File: config.mk
export PLATFORM = sky130hd
export DESIGN_NAME = cvc_capstan_ctrl
export DESIGN_NICKNAME = d
export VERILOG_FILES = /design/src/inc/cvc_pkg.sv /design/src/cvc_capstan_ctrl.sv /design/src/cvc_phase_gen.sv
export SDC_FILE = /design/constraint.sdc
export NUM_CORES = 1
export LEC_CHECK = 0
export BUFFER_PORTS_ARGS = -buffer_cell sky130_fd_sc_hd__buf_2
export CORE_ASPECT_RATIO = 0.9
export CORE_MARGIN = 2
export CORE_UTILIZATION = 60
export DETAILED_ROUTE_END_ITERATION = 8
export PLACE_DENSITY = 0.89
export SYNTH_ARGS = -nofsm -noshare
export SYNTH_HDL_FRONTEND = slang
export SYNTH_HIERARCHICAL = 1
export SYNTH_SLANG_ARGS = --single-unit
File: constraint.sdc
create_clock -name sys_clk -period 5.5 [get_ports sys_clk]
set_input_delay 0.275 -clock sys_clk [delete_from_list [all_inputs] [get_ports sys_clk]]
set_output_delay 0.275 -clock sys_clk [all_outputs]
set_load 0.05 [all_outputs]
File: src/inc/cvc_pkg.sv
// constants and carrier types for the capstan velocity control block
package cvc_pkg;
    localparam int unsigned SYS_CLK_MHZ = 100;
    // phase pulse timing, faster and slower variants
    localparam int unsigned PH_WIDTH_FAST_NS = 83;
    localparam int unsigned PH_WIDTH_SLOW_NS = 167;
    localparam int unsigned PH_RATE_FAST_MHZ = 2;
    localparam int unsigned PH_RATE_SLOW_MHZ = 1;
    // longest time rounds down, at least one cycle
    localparam int unsigned PH_CYC_FAST = (PH_WIDTH_FAST_NS * SYS_CLK_MHZ) / 1000;
    localparam int unsigned PH_CYC_SLOW = (PH_WIDTH_SLOW_NS * SYS_CLK_MHZ) / 1000;
    localparam int unsigned PH_FAST = (PH_CYC_FAST < 1) ? 1 : PH_CYC_FAST;
    localparam int unsigned PH_SLOW = (PH_CYC_SLOW < 1) ? 1 : PH_CYC_SLOW;
    localparam int unsigned PH_COUNT = 6;
    // reference intervals in ms, as counts of phase-one pulses
    localparam int unsigned HOLD_REF_MS = 12;
    localparam int unsigned LONG_REF_MS = 768;
    localparam int unsigned HOLD_REF_T1_FAST = HOLD_REF_MS * 1000 * PH_RATE_FAST_MHZ;
    localparam int unsigned HOLD_REF_T1_SLOW = HOLD_REF_MS * 1000 * PH_RATE_SLOW_MHZ;
    localparam int unsigned LONG_REF_T1_FAST = LONG_REF_MS * 1000 * PH_RATE_FAST_MHZ;
    localparam int unsigned LONG_REF_T1_SLOW = LONG_REF_MS * 1000 * PH_RATE_SLOW_MHZ;
    // go-extension limits in quarter tach pulses
    localparam logic [7:0] GAP_HI_WRITE = 8'h31;
    localparam logic [7:0] GAP_HI_READ = 8'h2a;
    localparam logic [7:0] GAP_HI_BACK = 8'h10;
    localparam logic [7:0] GAP_LO_WRITE = 8'h5a;
    localparam logic [7:0] GAP_LO_READ = 8'h7a;
    localparam logic [7:0] GAP_LO_BACK = 8'h5a;
    localparam logic [7:0] GAP_STOP_DIST = 8'h24;
    // drive counter presets
    localparam logic [7:0] DRV_START_PRESET = 8'h22;
    localparam logic [7:0] DRV_RUN_PRESET = 8'hf8;
    localparam int unsigned DAC_W_FAST = 7;
    localparam int unsigned DAC_W_SLOW = 6;
    localparam int unsigned DAC_W_MAX = 7;
    localparam int unsigned TPC_W = 21;

    typedef enum logic [4:0] {
        CVC_IDLE = 5'h01,
        CVC_START = 5'h02,
        CVC_RUN = 5'h04,
        CVC_EXT = 5'h08,
        CVC_STOP = 5'h10
    } cvc_mode_t;

    // motion tags from the tape control
    typedef struct packed {
        logic move;
        logic write_op;
        logic backward;
        logic high_density;
        logic thread;
    } cvc_tags_t;

    // phase pulse carrier
    typedef struct packed {
        logic [5:0] pulse;
    } cvc_phase_t;
endpackage : cvc_pkg

File: src/cvc_capstan_ctrl.sv
// capstan velocity and position-hold control logic
// Contract
// - six sequential phase pulses from oscillator and gray counter time everything
// - pulse 83 ns at 2 MHz fast; 167 ns at 1 MHz slow
// - B leading A means forward; A leading B means backward
// - period counter counts phase one from tach pulse, stops at decode, signals match
// - position hold start times a 12 ms hitch reference interval
// - free-running long reference counter issues a 768 ms count pulse
// - after match, drive counter counts phase one from preset; loaded at next tach
// - in position hold drive counter tracks quarter tach pulses, sent continuously
// - gap counter is an eight-stage binary counter
// - threading steps the gap counter on reel revolutions
// - read and write step gap counter on quarter tach pulses
// - go-extension held after move drops until gap limit reached
// - high density limits: write 49, read 42, backward 16
// - low density limits: write 90, read 122, backward 90
// - stop completes 36 quarter tach pulses after go-extension drops
// - hold register captures drive count per full or quarter tach transition
// - deceleration compares period count with table nominal for match
// - deceleration drive counts from preset to next full transition, then loads
// - deceleration table addressed by gap counter value
// - gap counter decode supplies first and second stop delays near end of stop
// - power-on reset blocks motor drive current
// - DAC path 7 lines fast, 6 lines slow
`timescale 1ns/1ps
`default_nettype none
module cvc_capstan_ctrl #(
    parameter bit FAST = 1'b1,
    parameter int unsigned DAC_W = FAST ? cvc_pkg::DAC_W_FAST : cvc_pkg::DAC_W_SLOW,
    parameter int unsigned HOLD_REF_T1 = FAST ? cvc_pkg::HOLD_REF_T1_FAST
        : cvc_pkg::HOLD_REF_T1_SLOW,
    parameter int unsigned LONG_REF_T1 = FAST ? cvc_pkg::LONG_REF_T1_FAST
        : cvc_pkg::LONG_REF_T1_SLOW,
    parameter int unsigned RUN_PERIOD_T1 = 16
) (
    input wire logic sys_clk,
    input wire logic resetn,
    input wire logic por_active,
    input wire cvc_pkg::cvc_tags_t tags,
    input wire logic tach_a,
    input wire logic tach_b,
    input wire logic reel_rev,
    output logic go_ext,
    output logic forward,
    output logic period_match,
    output logic hold_ref_done,
    output logic long_ref_pulse,
    output logic stop_delay1,
    output logic stop_delay2,
    output logic at_rest,
    output logic drive_enable,
    output logic [DAC_W-1:0] dac_cmd
);
    localparam int unsigned DW = DAC_W;

    cvc_pkg::cvc_phase_t phases;

    cvc_phase_gen #(.FAST(FAST)) u_phase (
        .sys_clk(sys_clk),
        .resetn(resetn),
        .phases(phases)
    );

    typedef struct packed {
        logic [1:0] a_sync;
        logic [1:0] b_sync;
        logic [1:0] r_sync;
        logic a_d;
        logic b_d;
        logic r_d;
        logic [5:0] ph_d;
        cvc_pkg::cvc_mode_t mode;
        logic move_d;
        logic [cvc_pkg::TPC_W-1:0] tach_period_counter;
        logic tpc_run;
        logic [cvc_pkg::TPC_W-1:0] hold_cnt;
        logic hold_timing;
        logic [cvc_pkg::TPC_W-1:0] long_cnt;
        logic [7:0] proportional_drive_counter;
        logic pdc_run;
        logic [7:0] gap_counter;
        logic [7:0] polarity_hold_register;
        logic go_ext;
        logic forward;
        logic period_match;
        logic hold_ref_done;
        logic long_ref_pulse;
        logic stop_delay1;
        logic stop_delay2;
        logic at_rest;
        logic drive_enable;
        logic [DW-1:0] dac_cmd;
    } cvc_state_t;

    cvc_state_t st_r, st_nxt;

    // nominal decel tach periods in phase-one counts, indexed by gap count
    function automatic logic [9:0] decel_period_rom(input logic [5:0] idx);
        decel_period_rom = 10'(RUN_PERIOD_T1) + {idx, 3'h0};
    endfunction : decel_period_rom

    logic a_s, b_s, r_s;
    logic a_edge, b_edge, quarter, full, fwd_dir;
    logic t1, t2, t3, t4;
    logic [7:0] gap_limit;
    logic [7:0] stop_off;
    logic [cvc_pkg::TPC_W-1:0] target;

    assign a_s = st_r.a_sync[1];
    assign b_s = st_r.b_sync[1];
    assign r_s = st_r.r_sync[1];
    // phases stand several cycles; strobe the first so each pulse counts once
    assign t1 = phases.pulse[1] & ~st_r.ph_d[1];
    assign t2 = phases.pulse[2] & ~st_r.ph_d[2];
    assign t3 = phases.pulse[3] & ~st_r.ph_d[3];
    assign t4 = phases.pulse[4] & ~st_r.ph_d[4];

    always_comb begin
        a_edge = a_s ^ st_r.a_d;
        b_edge = b_s ^ st_r.b_d;
        quarter = a_edge | b_edge;
        full = a_edge & a_s;
        // on an A edge, B already equal to new A means B led
        fwd_dir = a_edge ? (b_s == a_s) : (b_edge ? (a_s != b_s) : st_r.forward);
        case ({tags.high_density, tags.write_op, tags.backward})
            3'b110: gap_limit = cvc_pkg::GAP_HI_WRITE;
            3'b100: gap_limit = cvc_pkg::GAP_HI_READ;
            3'b101: gap_limit = cvc_pkg::GAP_HI_BACK;
            3'b010: gap_limit = cvc_pkg::GAP_LO_WRITE;
            3'b011: gap_limit = cvc_pkg::GAP_LO_WRITE;
            3'b001: gap_limit = cvc_pkg::GAP_LO_BACK;
            3'b111: gap_limit = cvc_pkg::GAP_HI_WRITE;
            default: gap_limit = cvc_pkg::GAP_LO_READ;
        endcase
        stop_off = st_r.gap_counter;
        if (st_r.mode == cvc_pkg::CVC_STOP) begin
            target = cvc_pkg::TPC_W'(decel_period_rom(st_r.gap_counter[5:0]));
        end else begin
            target = cvc_pkg::TPC_W'(RUN_PERIOD_T1);
        end
    end

    always_comb begin
        st_nxt = st_r;
        st_nxt.a_sync = {st_r.a_sync[0], tach_a};
        st_nxt.b_sync = {st_r.b_sync[0], tach_b};
        st_nxt.r_sync = {st_r.r_sync[0], reel_rev};
        st_nxt.a_d = a_s;
        st_nxt.b_d = b_s;
        st_nxt.r_d = r_s;
        st_nxt.ph_d = phases.pulse;
        st_nxt.move_d = tags.move;
        st_nxt.forward = fwd_dir;
        st_nxt.period_match = 1'b0;
        st_nxt.long_ref_pulse = 1'b0;
        st_nxt.hold_ref_done = 1'b0;

        // period counter: restart on full tach, count phase one to decode
        if (full) begin
            st_nxt.tach_period_counter = '0;
            st_nxt.tpc_run = 1'b1;
        end else if (st_r.tpc_run && t1) begin
            if (st_r.tach_period_counter + 1'b1 == target) begin
                st_nxt.tpc_run = 1'b0;
                st_nxt.period_match = 1'b1;
            end
            st_nxt.tach_period_counter = st_r.tach_period_counter + 1'b1;
        end

        // free-running long reference
        if (t1) begin
            if (st_r.long_cnt == cvc_pkg::TPC_W'(LONG_REF_T1 - 1)) begin
                st_nxt.long_cnt = '0;
                st_nxt.long_ref_pulse = 1'b1;
            end else begin
                st_nxt.long_cnt = st_r.long_cnt + 1'b1;
            end
        end

        // hitch reference from start of hold
        if (st_r.hold_timing && t1) begin
            if (st_r.hold_cnt == cvc_pkg::TPC_W'(HOLD_REF_T1 - 1)) begin
                st_nxt.hold_timing = 1'b0;
                st_nxt.hold_ref_done = 1'b1;
            end else begin
                st_nxt.hold_cnt = st_r.hold_cnt + 1'b1;
            end
        end

        // gap counter stepping
        if (tags.thread) begin
            if (r_s && !st_r.r_d) begin
                st_nxt.gap_counter = st_r.gap_counter + 8'h01;
            end
        end else if (quarter && st_r.mode != cvc_pkg::CVC_IDLE) begin
            st_nxt.gap_counter = st_r.gap_counter + 8'h01;
        end

        // velocity loop: drive counter counts phase one after match
        if (st_r.period_match) begin
            st_nxt.pdc_run = 1'b1;
        end
        if (st_r.mode != cvc_pkg::CVC_IDLE && st_r.pdc_run && t1) begin
            st_nxt.proportional_drive_counter = st_r.proportional_drive_counter + 8'h01;
        end
        if (st_r.mode != cvc_pkg::CVC_IDLE && full) begin
            // slow tach means larger count, more current
            st_nxt.polarity_hold_register = st_r.proportional_drive_counter;
            st_nxt.proportional_drive_counter = cvc_pkg::DRV_RUN_PRESET;
            st_nxt.pdc_run = 1'b0;
        end

        case (st_r.mode)
            cvc_pkg::CVC_IDLE: begin
                // position hold: count quarter steps, signed by direction
                if (quarter) begin
                    st_nxt.proportional_drive_counter = fwd_dir
                        ? st_r.proportional_drive_counter - 8'h01
                        : st_r.proportional_drive_counter + 8'h01;
                    st_nxt.polarity_hold_register = st_nxt.proportional_drive_counter;
                end
                if (tags.move) begin
                    st_nxt.mode = cvc_pkg::CVC_START;
                    st_nxt.go_ext = 1'b1;
                    st_nxt.at_rest = 1'b0;
                    st_nxt.hold_timing = 1'b0;
                end
            end
            cvc_pkg::CVC_START: begin
                if (t3) begin
                    st_nxt.proportional_drive_counter = cvc_pkg::DRV_START_PRESET;
                end
                if (t4) begin
                    st_nxt.polarity_hold_register = cvc_pkg::DRV_START_PRESET;
                    st_nxt.mode = cvc_pkg::CVC_RUN;
                end
            end
            cvc_pkg::CVC_RUN: begin
                if (!tags.move && st_r.move_d) begin
                    st_nxt.gap_counter = 8'h00;
                    st_nxt.mode = cvc_pkg::CVC_EXT;
                end
            end
            cvc_pkg::CVC_EXT: begin
                if (tags.move) begin
                    st_nxt.mode = cvc_pkg::CVC_RUN;
                end else if (st_r.gap_counter >= gap_limit) begin
                    st_nxt.go_ext = 1'b0;
                    st_nxt.gap_counter = 8'h00;
                    st_nxt.mode = cvc_pkg::CVC_STOP;
                end
            end
            cvc_pkg::CVC_STOP: begin
                // last two quarter steps of the stop
                st_nxt.stop_delay1 = stop_off == cvc_pkg::GAP_STOP_DIST - 8'h02;
                st_nxt.stop_delay2 = stop_off == cvc_pkg::GAP_STOP_DIST - 8'h01;
                if (st_r.gap_counter >= cvc_pkg::GAP_STOP_DIST) begin
                    st_nxt.mode = cvc_pkg::CVC_IDLE;
                    st_nxt.at_rest = 1'b1;
                    st_nxt.stop_delay1 = 1'b0;
                    st_nxt.stop_delay2 = 1'b0;
                    st_nxt.proportional_drive_counter = 8'h00;
                    st_nxt.polarity_hold_register = 8'h00;
                    st_nxt.hold_cnt = '0;
                    st_nxt.hold_timing = 1'b1;
                end
            end
            default: st_nxt.mode = cvc_pkg::CVC_IDLE;
        endcase

        st_nxt.drive_enable = !por_active;
        if (t2 || st_r.mode == cvc_pkg::CVC_IDLE) begin
            st_nxt.dac_cmd = por_active ? '0
                : st_nxt.polarity_hold_register[7 -: DW];
        end
        if (por_active) begin
            st_nxt.dac_cmd = '0;
        end
    end

    always_ff @(posedge sys_clk) begin
        if (!resetn) begin
            st_r <= '0;
            st_r.mode <= cvc_pkg::CVC_IDLE;
            st_r.at_rest <= 1'b1;
            st_r.forward <= 1'b1;
        end else begin
            st_r <= st_nxt;
        end
    end

    assign go_ext = st_r.go_ext;
    assign forward = st_r.forward;
    assign period_match = st_r.period_match;
    assign hold_ref_done = st_r.hold_ref_done;
    assign long_ref_pulse = st_r.long_ref_pulse;
    assign stop_delay1 = st_r.stop_delay1;
    assign stop_delay2 = st_r.stop_delay2;
    assign at_rest = st_r.at_rest;
    assign drive_enable = st_r.drive_enable;
    assign dac_cmd = st_r.dac_cmd;

    a_por_blocks_dac: assert property (@(posedge sys_clk) disable iff (!resetn)
        por_active |=> dac_cmd == '0 && !drive_enable) else $error("drive not blocked");
    a_reset_clears: assert property (@(posedge sys_clk)
        !resetn |=> dac_cmd == '0 && st_r.gap_counter == 8'h00) else $error("reset left state");
    a_match_pulse: assert property (@(posedge sys_clk) disable iff (!resetn)
        period_match |=> !period_match) else $error("match not one cycle");
    a_match_target: assert property (@(posedge sys_clk) disable iff (!resetn)
        $rose(period_match) |-> st_r.tach_period_counter == $past(target))
        else $error("match at wrong count");
    a_ext_limit: assert property (@(posedge sys_clk) disable iff (!resetn)
        $fell(go_ext) |-> $past(st_r.gap_counter) >= $past(gap_limit))
        else $error("go-extension dropped early");
    a_ext_hold: assert property (@(posedge sys_clk) disable iff (!resetn)
        st_r.mode == cvc_pkg::CVC_EXT && st_r.gap_counter < gap_limit |=> go_ext)
        else $error("go-extension dropped before limit");
    a_stop_dist: assert property (@(posedge sys_clk) disable iff (!resetn)
        $rose(at_rest) |-> $past(st_r.gap_counter) >= cvc_pkg::GAP_STOP_DIST)
        else $error("stop too short");
    a_hold_capture: assert property (@(posedge sys_clk) disable iff (!resetn)
        st_r.mode == cvc_pkg::CVC_RUN && full |=>
        st_r.polarity_hold_register == $past(st_r.proportional_drive_counter))
        else $error("hold register missed capture");
    a_gap_step: assert property (@(posedge sys_clk) disable iff (!resetn)
        st_r.mode == cvc_pkg::CVC_STOP && quarter && !tags.thread
        && st_r.gap_counter < cvc_pkg::GAP_STOP_DIST |=>
        st_r.gap_counter == $past(st_r.gap_counter) + 8'h01) else $error("gap not stepped");
    a_long_period: assert property (@(posedge sys_clk) disable iff (!resetn)
        long_ref_pulse |=> !long_ref_pulse) else $error("long pulse too wide");
    a_thread_step: assert property (@(posedge sys_clk) disable iff (!resetn)
        tags.thread && r_s && !st_r.r_d && st_r.mode == cvc_pkg::CVC_IDLE |=>
        st_r.gap_counter == $past(st_r.gap_counter) + 8'h01) else $error("reel step lost");

    c_start: cover property (@(posedge sys_clk) disable iff (!resetn) $rose(go_ext));
    c_ext_drop: cover property (@(posedge sys_clk) disable iff (!resetn) $fell(go_ext));
    c_rest: cover property (@(posedge sys_clk) disable iff (!resetn) $rose(at_rest));
    c_match: cover property (@(posedge sys_clk) disable iff (!resetn) period_match);
endmodule : cvc_capstan_ctrl
`default_nettype wire

File: src/cvc_phase_gen.sv
// six-phase clock pulse generator built on a gray-code counter
`timescale 1ns/1ps
`default_nettype none
module cvc_phase_gen #(
    parameter bit FAST = 1'b1
) (
    input wire logic sys_clk,
    input wire logic resetn,
    output var cvc_pkg::cvc_phase_t phases
);
    localparam int unsigned WIDTH = FAST ? cvc_pkg::PH_FAST : cvc_pkg::PH_SLOW;
    localparam int unsigned PERIOD = 1000 / ((FAST ? cvc_pkg::PH_RATE_FAST_MHZ
        : cvc_pkg::PH_RATE_SLOW_MHZ) * 6 * 10);
    localparam int unsigned SLOT = (PERIOD < WIDTH) ? WIDTH : PERIOD;

    typedef struct packed {
        logic [7:0] slot_cnt;
        logic [2:0] gray;
        logic [5:0] pulse;
    } cvc_pg_state_t;

    cvc_pg_state_t st_r, st_nxt;

    function automatic logic [2:0] gray_next(input logic [2:0] g);
        // six-state gray ring, one bit changes per step
        case (g)
            3'h0: gray_next = 3'h1;
            3'h1: gray_next = 3'h3;
            3'h3: gray_next = 3'h7;
            3'h7: gray_next = 3'h6;
            3'h6: gray_next = 3'h4;
            default: gray_next = 3'h0;
        endcase
    endfunction : gray_next

    function automatic logic [5:0] gray_dec(input logic [2:0] g);
        case (g)
            3'h0: gray_dec = 6'h01;
            3'h1: gray_dec = 6'h02;
            3'h3: gray_dec = 6'h04;
            3'h7: gray_dec = 6'h08;
            3'h6: gray_dec = 6'h10;
            3'h4: gray_dec = 6'h20;
            default: gray_dec = 6'h00;
        endcase
    endfunction : gray_dec

    always_comb begin
        st_nxt = st_r;
        if (st_r.slot_cnt == 8'(SLOT - 1)) begin
            st_nxt.slot_cnt = 8'h00;
            st_nxt.gray = gray_next(st_r.gray);
        end else begin
            st_nxt.slot_cnt = st_r.slot_cnt + 8'h01;
        end
        // pulse high for its width at the start of each slot
        st_nxt.pulse = (st_nxt.slot_cnt < 8'(WIDTH)) ? gray_dec(st_nxt.gray) : 6'h00;
    end

    always_ff @(posedge sys_clk) begin
        if (!resetn) begin
            st_r <= '0;
        end else begin
            st_r <= st_nxt;
        end
    end

    assign phases.pulse = st_r.pulse;

    a_phase_onehot: assert property (@(posedge sys_clk) disable iff (!resetn)
        $onehot0(st_r.pulse)) else $error("phase pulses overlap");
    a_phase_order: assert property (@(posedge sys_clk) disable iff (!resetn)
        $rose(st_r.pulse[1]) |-> $past(st_r.gray) == 3'h1 || $past(st_r.pulse[0]))
        else $error("phase one out of order");
endmodule : cvc_phase_gen
`default_nettype wire

# Yosys cells after proc, flatten, opt, wreduce, memory -nomap -nowiden
# Index checks and enable logic that the tools add are counted.
[word_totals] ff_bits=142 output_inout_bits=16 inputBits=11 elab_cells=180
[op_classes] reduce_logical=31 bitwise=14 n_lt_le_gt_ge=3 add_sub_neg=8 eq_ne=37 n_mux=56
[op_table] cell="8-bit two-way mux" count=16
[op_table] cell="21-bit by 1-bit adder with 21-bit output, second input constant" count=3
[op_table] cell="21-bit two-way mux" count=3
[op_table] cell="8-bit one-hot mux with 3 select lines" count=2
[op_table] cell="22-bit two-way mux" count=2
[op_table] cell="5-bit two-way mux" count=6
[op_table] cell="5-bit one-hot mux with 6 select lines" count=1
[op_table] cell="7-bit one-hot mux with 4 select lines" count=1
[op_table] cell="3-bit == test, second input constant" count=9
[op_table] cell="5-bit one-hot mux with 5 select lines" count=1
[op_table] cell="8-bit by 1-bit adder with 8-bit output, second input constant" count=3
[op_table] cell="21-bit by 10-bit == test with 1-bit output" count=1
[op_table] cell="21-bit by 15-bit == test with 1-bit output, second input constant" count=1
[op_table] cell="21-bit == test, second input constant" count=1
[op_table] cell="8-bit by 6-bit == test with 1-bit output, second input constant" count=2
[op_table] cell="8-bit one-hot mux with 2 select lines" count=1
[op_table] cell="1-bit two-way mux" count=15
[op_table] cell="3-bit one-hot mux with 5 select lines" count=1
[op_table] cell="3-bit by 2-bit == test with 1-bit output, second input constant" count=4
[op_table] cell="5-bit by 9-bit adder with 10-bit output, first input constant" count=1
[op_table] cell="10-bit two-way mux" count=1
[op_table] cell="2-bit != test, second input constant" count=5
[op_table] cell="3-bit by 1-bit == test with 1-bit output, second input constant" count=3
[op_table] cell="9-bit two-way mux" count=1
[op_table] cell="other kinds (32)" count=65

# Depth between registers and ports, before layout
# Gate-level depths: netlist of run 1.
[logic_depth] ltp_word=8 mapped_depth=9 mapped_depth_nobuf=9

# Hierarchy
# The synthesis of run 1 kept the hierarchy.
[by_module_without_submodules] module="cvc_capstan_ctrl" instances=1 cells_each=787 area_each_um2=6702.7 seq_area_each_um2=2482.4
[by_module_without_submodules] module="cvc_phase_gen" instances=1 cells_each=93 area_each_um2=865.8 seq_area_each_um2=340.3

# Worst setup path before layout of run 1
# Ideal clock, no wire load.
[synth_timing] kind="register to register" from="register, netlist name forward" to="register st_r, in the netlist dac_cmd[6]" required_ns=5.380 setup_slack_ns=3.372 synth_period_minus_slack_ns=2.128 setup_time_ns=0.120 path_stages_with_launch=8 arrival_time_ns=2.009 cell_sequence="dfxtp_1 > a211o_1 > a31oi_1 > buf_4 > or4b_1 > nand3_1 > a21oi_2 > o31a_1"
[synth_between] elab_chain_cells=5
[synth_lines] element="1-bit two-way mux (2 in a row)" line="cvc_capstan_ctrl.sv:124" text="fwd_dir = a_edge ? (b_s == a_s) : (b_edge ? (a_s != b_s) : st_r.forward);"
[synth_lines] element="8-bit two-way mux" line="cvc_capstan_ctrl.sv:218" text="? st_r.proportional_drive_counter - 8'h01"
[synth_lines] element="8-bit two-way mux" line="cvc_capstan_ctrl.sv:216" text="if (quarter) begin"
[synth_lines] element="8-bit one-hot mux with 3 select lines" line="cvc_capstan_ctrl.sv:213" text="case (st_r.mode)"
[synth_lines] element="end signal, assigned" line="cvc_capstan_ctrl.sv:288" text="st_r <= st_nxt;"
[synth_lines] element="end, declared" line="cvc_capstan_ctrl.sv:95" text="cvc_state_t st_r, st_nxt;"
# Every way passes these cells.
# A chain may end at the register's enable or synchronous reset.

# Worst setup path in the final report of run 1
[layout_timing] from="register u_phase.st_r, in the netlist u_phase/phases[1]" to="register st_r[101] (netlist name)"
[layout_between] elab_chain_cells=2
[layout_lines] element="start, declared" line="cvc_phase_gen.sv:22" text="cvc_pg_state_t st_r, st_nxt;"
[layout_lines] element="start signal, assigned" line="cvc_phase_gen.sv:64" text="st_r <= st_nxt;"
[layout_lines] element="1-bit AND" line="cvc_capstan_ctrl.sv:113" text="assign t1 = phases.pulse[1] & ~st_r.ph_d[1];"
[layout_lines] element="1-bit logical AND" line="cvc_capstan_ctrl.sv:162" text="end else if (st_r.tpc_run && t1) begin"
# Every way passes these cells.

==> metrics.cfg, run 1 <==
[outcome]
status=finished clean

[clocking]
cts_tree=done
htree_levels=4
hold_buffers=0
cts.sinks=139
clock_path_buffers=2
clockRootBuffer=clkbuf_16
clk_latency_ns=0.42
post_cts_buffers=0
cts.clk_slew.worst_paths_ns=0.06
cts_inserted_buffers=17
cts_resized=0

[worst_setup_path]
crit_path_end_kind=flop
reg2reg_depth=6
r2r_start=u_phase/phases[1]$_SDFF_PN0_
crit_cells=6
r2r-end=st_r[101]$_SDFFE_PP0P_
critPathSlowestCell=nor3_1
crit_family=simple AND/OR/NAND/NOR gates
worstPathArrival_ns=3.18
cp-start-kind=flop
path_cells=nor2b_1, nand2_1, nor3_1, nand3_1, xor2_1, nor2_1
slowest_delay_ns=0.88
reg2reg_slack_ns=2.59
path_max_fanout=12
worstSetupPathType=flop to flop
required_ns=5.77
path_buf_inv=0

[drt]
via_per_inst=5.850
wl_um=15160
drt_iter0_drc=500
ant_nets=0
num_vias=6066
drt_drc_violations_left=0
first_pass_iters=5
wl_per_cell_um=14.62

[die]
die_w_um=121.6
die_area_um2=13350
io_pins=27
core-area_um2=12080
fp.dieH_um=109.8
start_util_pct=61.79
num_rows=38

[hold_path]
hold_depth=2
min_to=st_nxt[122]$_SDFF_PN0_
min_from=reel_rev
hp-class=primary input to flop

[layout]
drive_gt1_share_pct=10.83
diodes=0
nets=893
final_util_pct=66.95
area_growth_pct=8.350
n_fill_cell=924
final_cells=1037

[sta]
maxSlewHeadroom_pct=16.57
fmax_mhz=343.7
fin_crit_sh_pct=52.90
setup_viol=0
final-hold-violation-count=0
setup_ws_ns=2.591
skew_ns=0.007803
rsz0062_at_grt=false
setup_tns_ns=0
min_period_ns=2.909
drv_slew=0
holdWs_ns=0.05597
worst_pin_slew_ns=1.246

[synthesis]
syn_avg_cell_area_um2=8.597
synth.net_count=896
synthCells=868
ys.warnings.count=6
synth_area_um2=7462

[grt]
grt_max_degree=43
grt.total_usage_pct=24.52
grt.overflow.total=0
grt_first_pass_wirelength_um=26230
grt_pass1_vias=5683
antenna_found_initial=0

[placed_design]
place.gp.congestion=0.8981
dp.cells=1006
dp_hpwl_um=10180
pre_cts_slack_ns=2.735
port_buffers=26

[run]
cap_violations=0

[pwr]
power.leakage_uw=0.003085
ir_worst_vdd_uv=266.8
power_density_nw_per_um2=331.6

## routing by layer
metal | share of wire (%) | up-vias | track usage (%)
li1 | - | 3011 | -
met1 | 45 | 2843 | 31.35
met2 | 48 | 182 | 40.61
met3 | 4.9 | 30 | 5.498
met4 | 1.8 | 0 | 9.524
met5 | 0 | - | 0
## final cells by class
type / count / area (um2) / area share, %
clock inverters: 14 / 146.4 / 1.811
inverters: 20 / 75.07 / 0.9285
multi-input cells: 659 / 4310 / 53.31
well taps: 160 / 200.2 / 2.476
clock buffers: 17 / 425.4 / 5.262
repair buffers: 28 / 145.1 / 1.795
flip-flops and latches: 139 / 2783 / 34.42
## state kept, by name, summed over array words and instances, names as in the netlist, 3 cells and up
register        cells
st_r               94
u_phase/st_r       11
dac_cmd             7
stop_off            8
u_phase/phases      4
st_nxt              3
## how the worst max path moves through the flow
stage                                  from                       to  slack (ns)
6_report       u_phase/phases[1]$_SDFF_PN0_   st_r[101]$_SDFFE_PP0P_        2.59
5_1_grt        u_phase/phases[1]$_SDFF_PN0_   st_r[101]$_SDFFE_PP0P_        2.36
4_1_cts        u_phase/phases[1]$_SDFF_PN0_   st_r[101]$_SDFFE_PP0P_        2.69
3_5_place_dp   u_phase/phases[1]$_SDFF_PN0_    st_r[97]$_SDFFE_PP0P_        2.73
3_3_place_gp   u_phase/phases[1]$_SDFF_PN0_   st_r[103]$_SDFFE_PP0P_        2.80
2_1_floorplan            forward$_SDFF_PN1_  dac_cmd[6]$_SDFFE_PP0P_        3.37
## layout by cell type, fill, tap and decap left out, drive strengths merged, types with 7 or more instances in the layout
cell type	instances
xor2	58
nand3	52
nor4	10
ha	17
clkbuf	17
dfxtp	139
nand2b	10
nand2	71
o21ai	23
a211oi	8
mux2i	11
and4	11
a21oi	36
nor2	118
inv	23
xnor2	38
and3	16
nand4	20
and2	29
o21a	10
nor3	19
buf	28
or3	7
## power by group
group          leakage, uW  internal (uW)  switching, uW  total [uW]
logic              0.00168            169            290         459
registers          0.00113           1060           59.6        1120
clock network     0.000276            665            441        1110
## through the flow
| stage | instance area [um2] | power (uW) |
|---|---|---|
| detailed placement | 7513 | 1584 |
| finish | 8085 | 2681 |
| global route | 8085 | 2802 |
| global placement | 7513 | 1574 |
| floorplan | 7462 | 1508 |
| CTS | 8085 | 2689 |
No activity file was read; power rests on OpenSTA's default activity.
==> run 2, diff against run 1 <==
- CORE_UTILIZATION: 60 -> 56
- PLACE_DENSITY: 0.89 -> 0.87
- clock period: 5.5 -> 2.42 ns (I/O delays scaled with it)
==> metrics.cfg, run 2 (synthesized netlist as in run 1, its figures left out) <==
[outcome]
status=finished clean

[worst_setup_path]
cp-start-kind=flop
path_max_fanout=9  ; -3
crit_path_end_kind=flop
required_ns=2.74  ; -3.03 ns
worstSetupPathType=flop to flop
worstPathArrival_ns=2.64  ; -0.54 ns

[pwr]
power.leakage_uw=0.003214  ; +4.2%
power_density_nw_per_um2=745.0  ; +120%
pwr-share-comb_pct=17.7  ; +0.6 points
intPower_uw=4351  ; +130%
ir_worst_vdd_uv=796.7  ; +200%
power_uw=6211  ; +130%
power_frac_clock_pct=41.4  ; +0.2 points
switchingPower_uw=1860  ; +140%
p_sw_share_pct=29.95  ; +0.45 points
p_seq_share_pct=40.9  ; -0.7 points

[placed_design]
dp_hpwl_um=10840  ; +6.5%
port_buffers=26  ; unchanged
dpl-instance-area_um2=7666  ; +2.0%
dp.cells=1028  ; +2.2%
pre_cts_slack_ns=0.1670  ; -2.568 ns
place.gp.congestion=0.8918  ; -0.70%

[sta]
fin_crit_sh_pct=95.72  ; +43 points
setup_viol=0  ; unchanged
rsz0062_at_grt=true
drv_slew=0  ; unchanged
final-hold-violation-count=0  ; unchanged
worst_pin_slew_ns=0.8382  ; -0.4075 ns
setup_ws_ns=0.1035  ; -2.487 ns
maxSlewHeadroom_pct=44.06  ; +27 points
min_period_ns=2.317  ; -0.5927 ns
fmax_mhz=431.7  ; +26%
skew_ns=0.007767  ; -0.00003566 ns
setup_tns_ns=0  ; unchanged

[grt]
antenna_found_initial=0  ; unchanged
grt_first_pass_wirelength_um=27180  ; +3.6%
grt.total_usage_pct=22.94  ; -1.6 points
grt.overflow.total=0  ; unchanged
grt_pass1_vias=5962  ; +4.9%
grt_max_degree=24  ; -44%

[drt]
drt_iter0_drc=477  ; -4.6%
ant_nets=0  ; unchanged
via_per_inst=5.776  ; -1.3%
first_pass_iters=5  ; unchanged
wl_um=15830  ; +4.4%
wl_per_cell_um=14.86  ; +1.6%
num_vias=6151  ; +1.4%
drt_drc_violations_left=0  ; unchanged

[die]
num_rows=39  ; +2.6%
start_util_pct=58.15  ; -3.6 points
die_area_um2=14270  ; +6.9%
io_pins=27  ; unchanged
fp.dieH_um=113.5  ; +3.4%
core-area_um2=12830  ; +6.3%
die_w_um=125.7  ; +3.4%

[layout]
drive_gt1_share_pct=13.32  ; +2.5 points
largest_reg_flops=94  ; unchanged
final_cells=1065  ; +2.7%
area_growth_pct=11.72
diodes=0  ; unchanged
design_area_um2=8337  ; +3.1%
largest_register=st_r
nets=916  ; +2.6%
final_cell_mix=dfxtp_1 (138), nor2_1 (117), nand2_1 (70)
final_common_cell=dfxtp_1

[run]
cap_violations=0  ; unchanged

[clocking]
cts.sinks=139  ; unchanged
clockRootBuffer=clkbuf_16
clk_latency_ns=0.43  ; about the same
cts_inserted_buffers=17  ; unchanged
cts.clk_slew.worst_paths_ns=0.06  ; about the same
htree_levels=4  ; unchanged
cts_tree=done
clock_path_buffers=2  ; unchanged

[hold_path]
hp-class=primary input to flop

==> run 2: routing by layer <==
layer	global-route usage [%]	up-vias	part of all wire (%)	wire length, um
met1	28.94	2884	46	7229
met4	9.407	0	2.0	310
met2	38.02	174	48	7585
met3	5.488	32	4.4	699
met5	0	-	0	0
li1	-	3061	-	-
==> run 2: cell type report <==
type	count	area [um2]
tap	164	205.2
clock buffer	20	466.7
timing repair buffer	51	340.3
multi-input combinational	659	4335
clock inverter	12	130.1
sequential	139	2784
inverter	20	75.07
fill	987	4497
==> run 2: what timing repair did <==
action	in CTS	in global routing
hold buffers	4	0
setup endpoints to repair	0	2
setup buffers	0	1
gates resized for setup	0	6
endpoints found under the hold margin	4	0
==> run 2: metrics by stage <==
step	hold WS [ns]	utilization, %
floorplan	0.2427	-
global placement	0.3258	59.73
detailed placement	0.3311	59.73
CTS	0.06087	64.70
global route	0.08864	64.96
finish	0.07661	64.96
==> run 2: worst max-delay path, stage by stage (launching register included) <==
cell	delay (ns)
dfxtp_1	0.41
nor4_4	0.47
nand2_2	0.22
nor4_2	0.37
nor3_1	0.11
nor4_2	0.29
a41oi_1	0.15
o21a_1	0.18
==> run 2: path summary, 6_finish.rpt <==
check	from	end	slack (ns)	cells after the start
setup reg to reg	st_r[108]$_SDFFE_PN0P_	st_r[84]$_SDFFE_PN0P_	0.10	7
hold reg to reg	st_nxt[122]$_SDFF_PN0_	r_s$_SDFF_PN0_	0.43	1
hold / removal	resetn	at_rest$_SDFFE_PN1P_	0.08	2
setup / recovery	st_r[108]$_SDFFE_PN0P_	st_r[84]$_SDFFE_PN0P_	0.10	7
==> run 2: power groups by stage <==
stage	clock [uW]	combinational [uW]	sequential, uW
5_1_grt	2700	1200	2560
6_report	2570	1100	2540
4_1_cts	2610	1070	2540
2_1_floorplan	0	886	2540
3_3_place_gp	0	1030	2580
3_5_place_dp	0	1050	2580
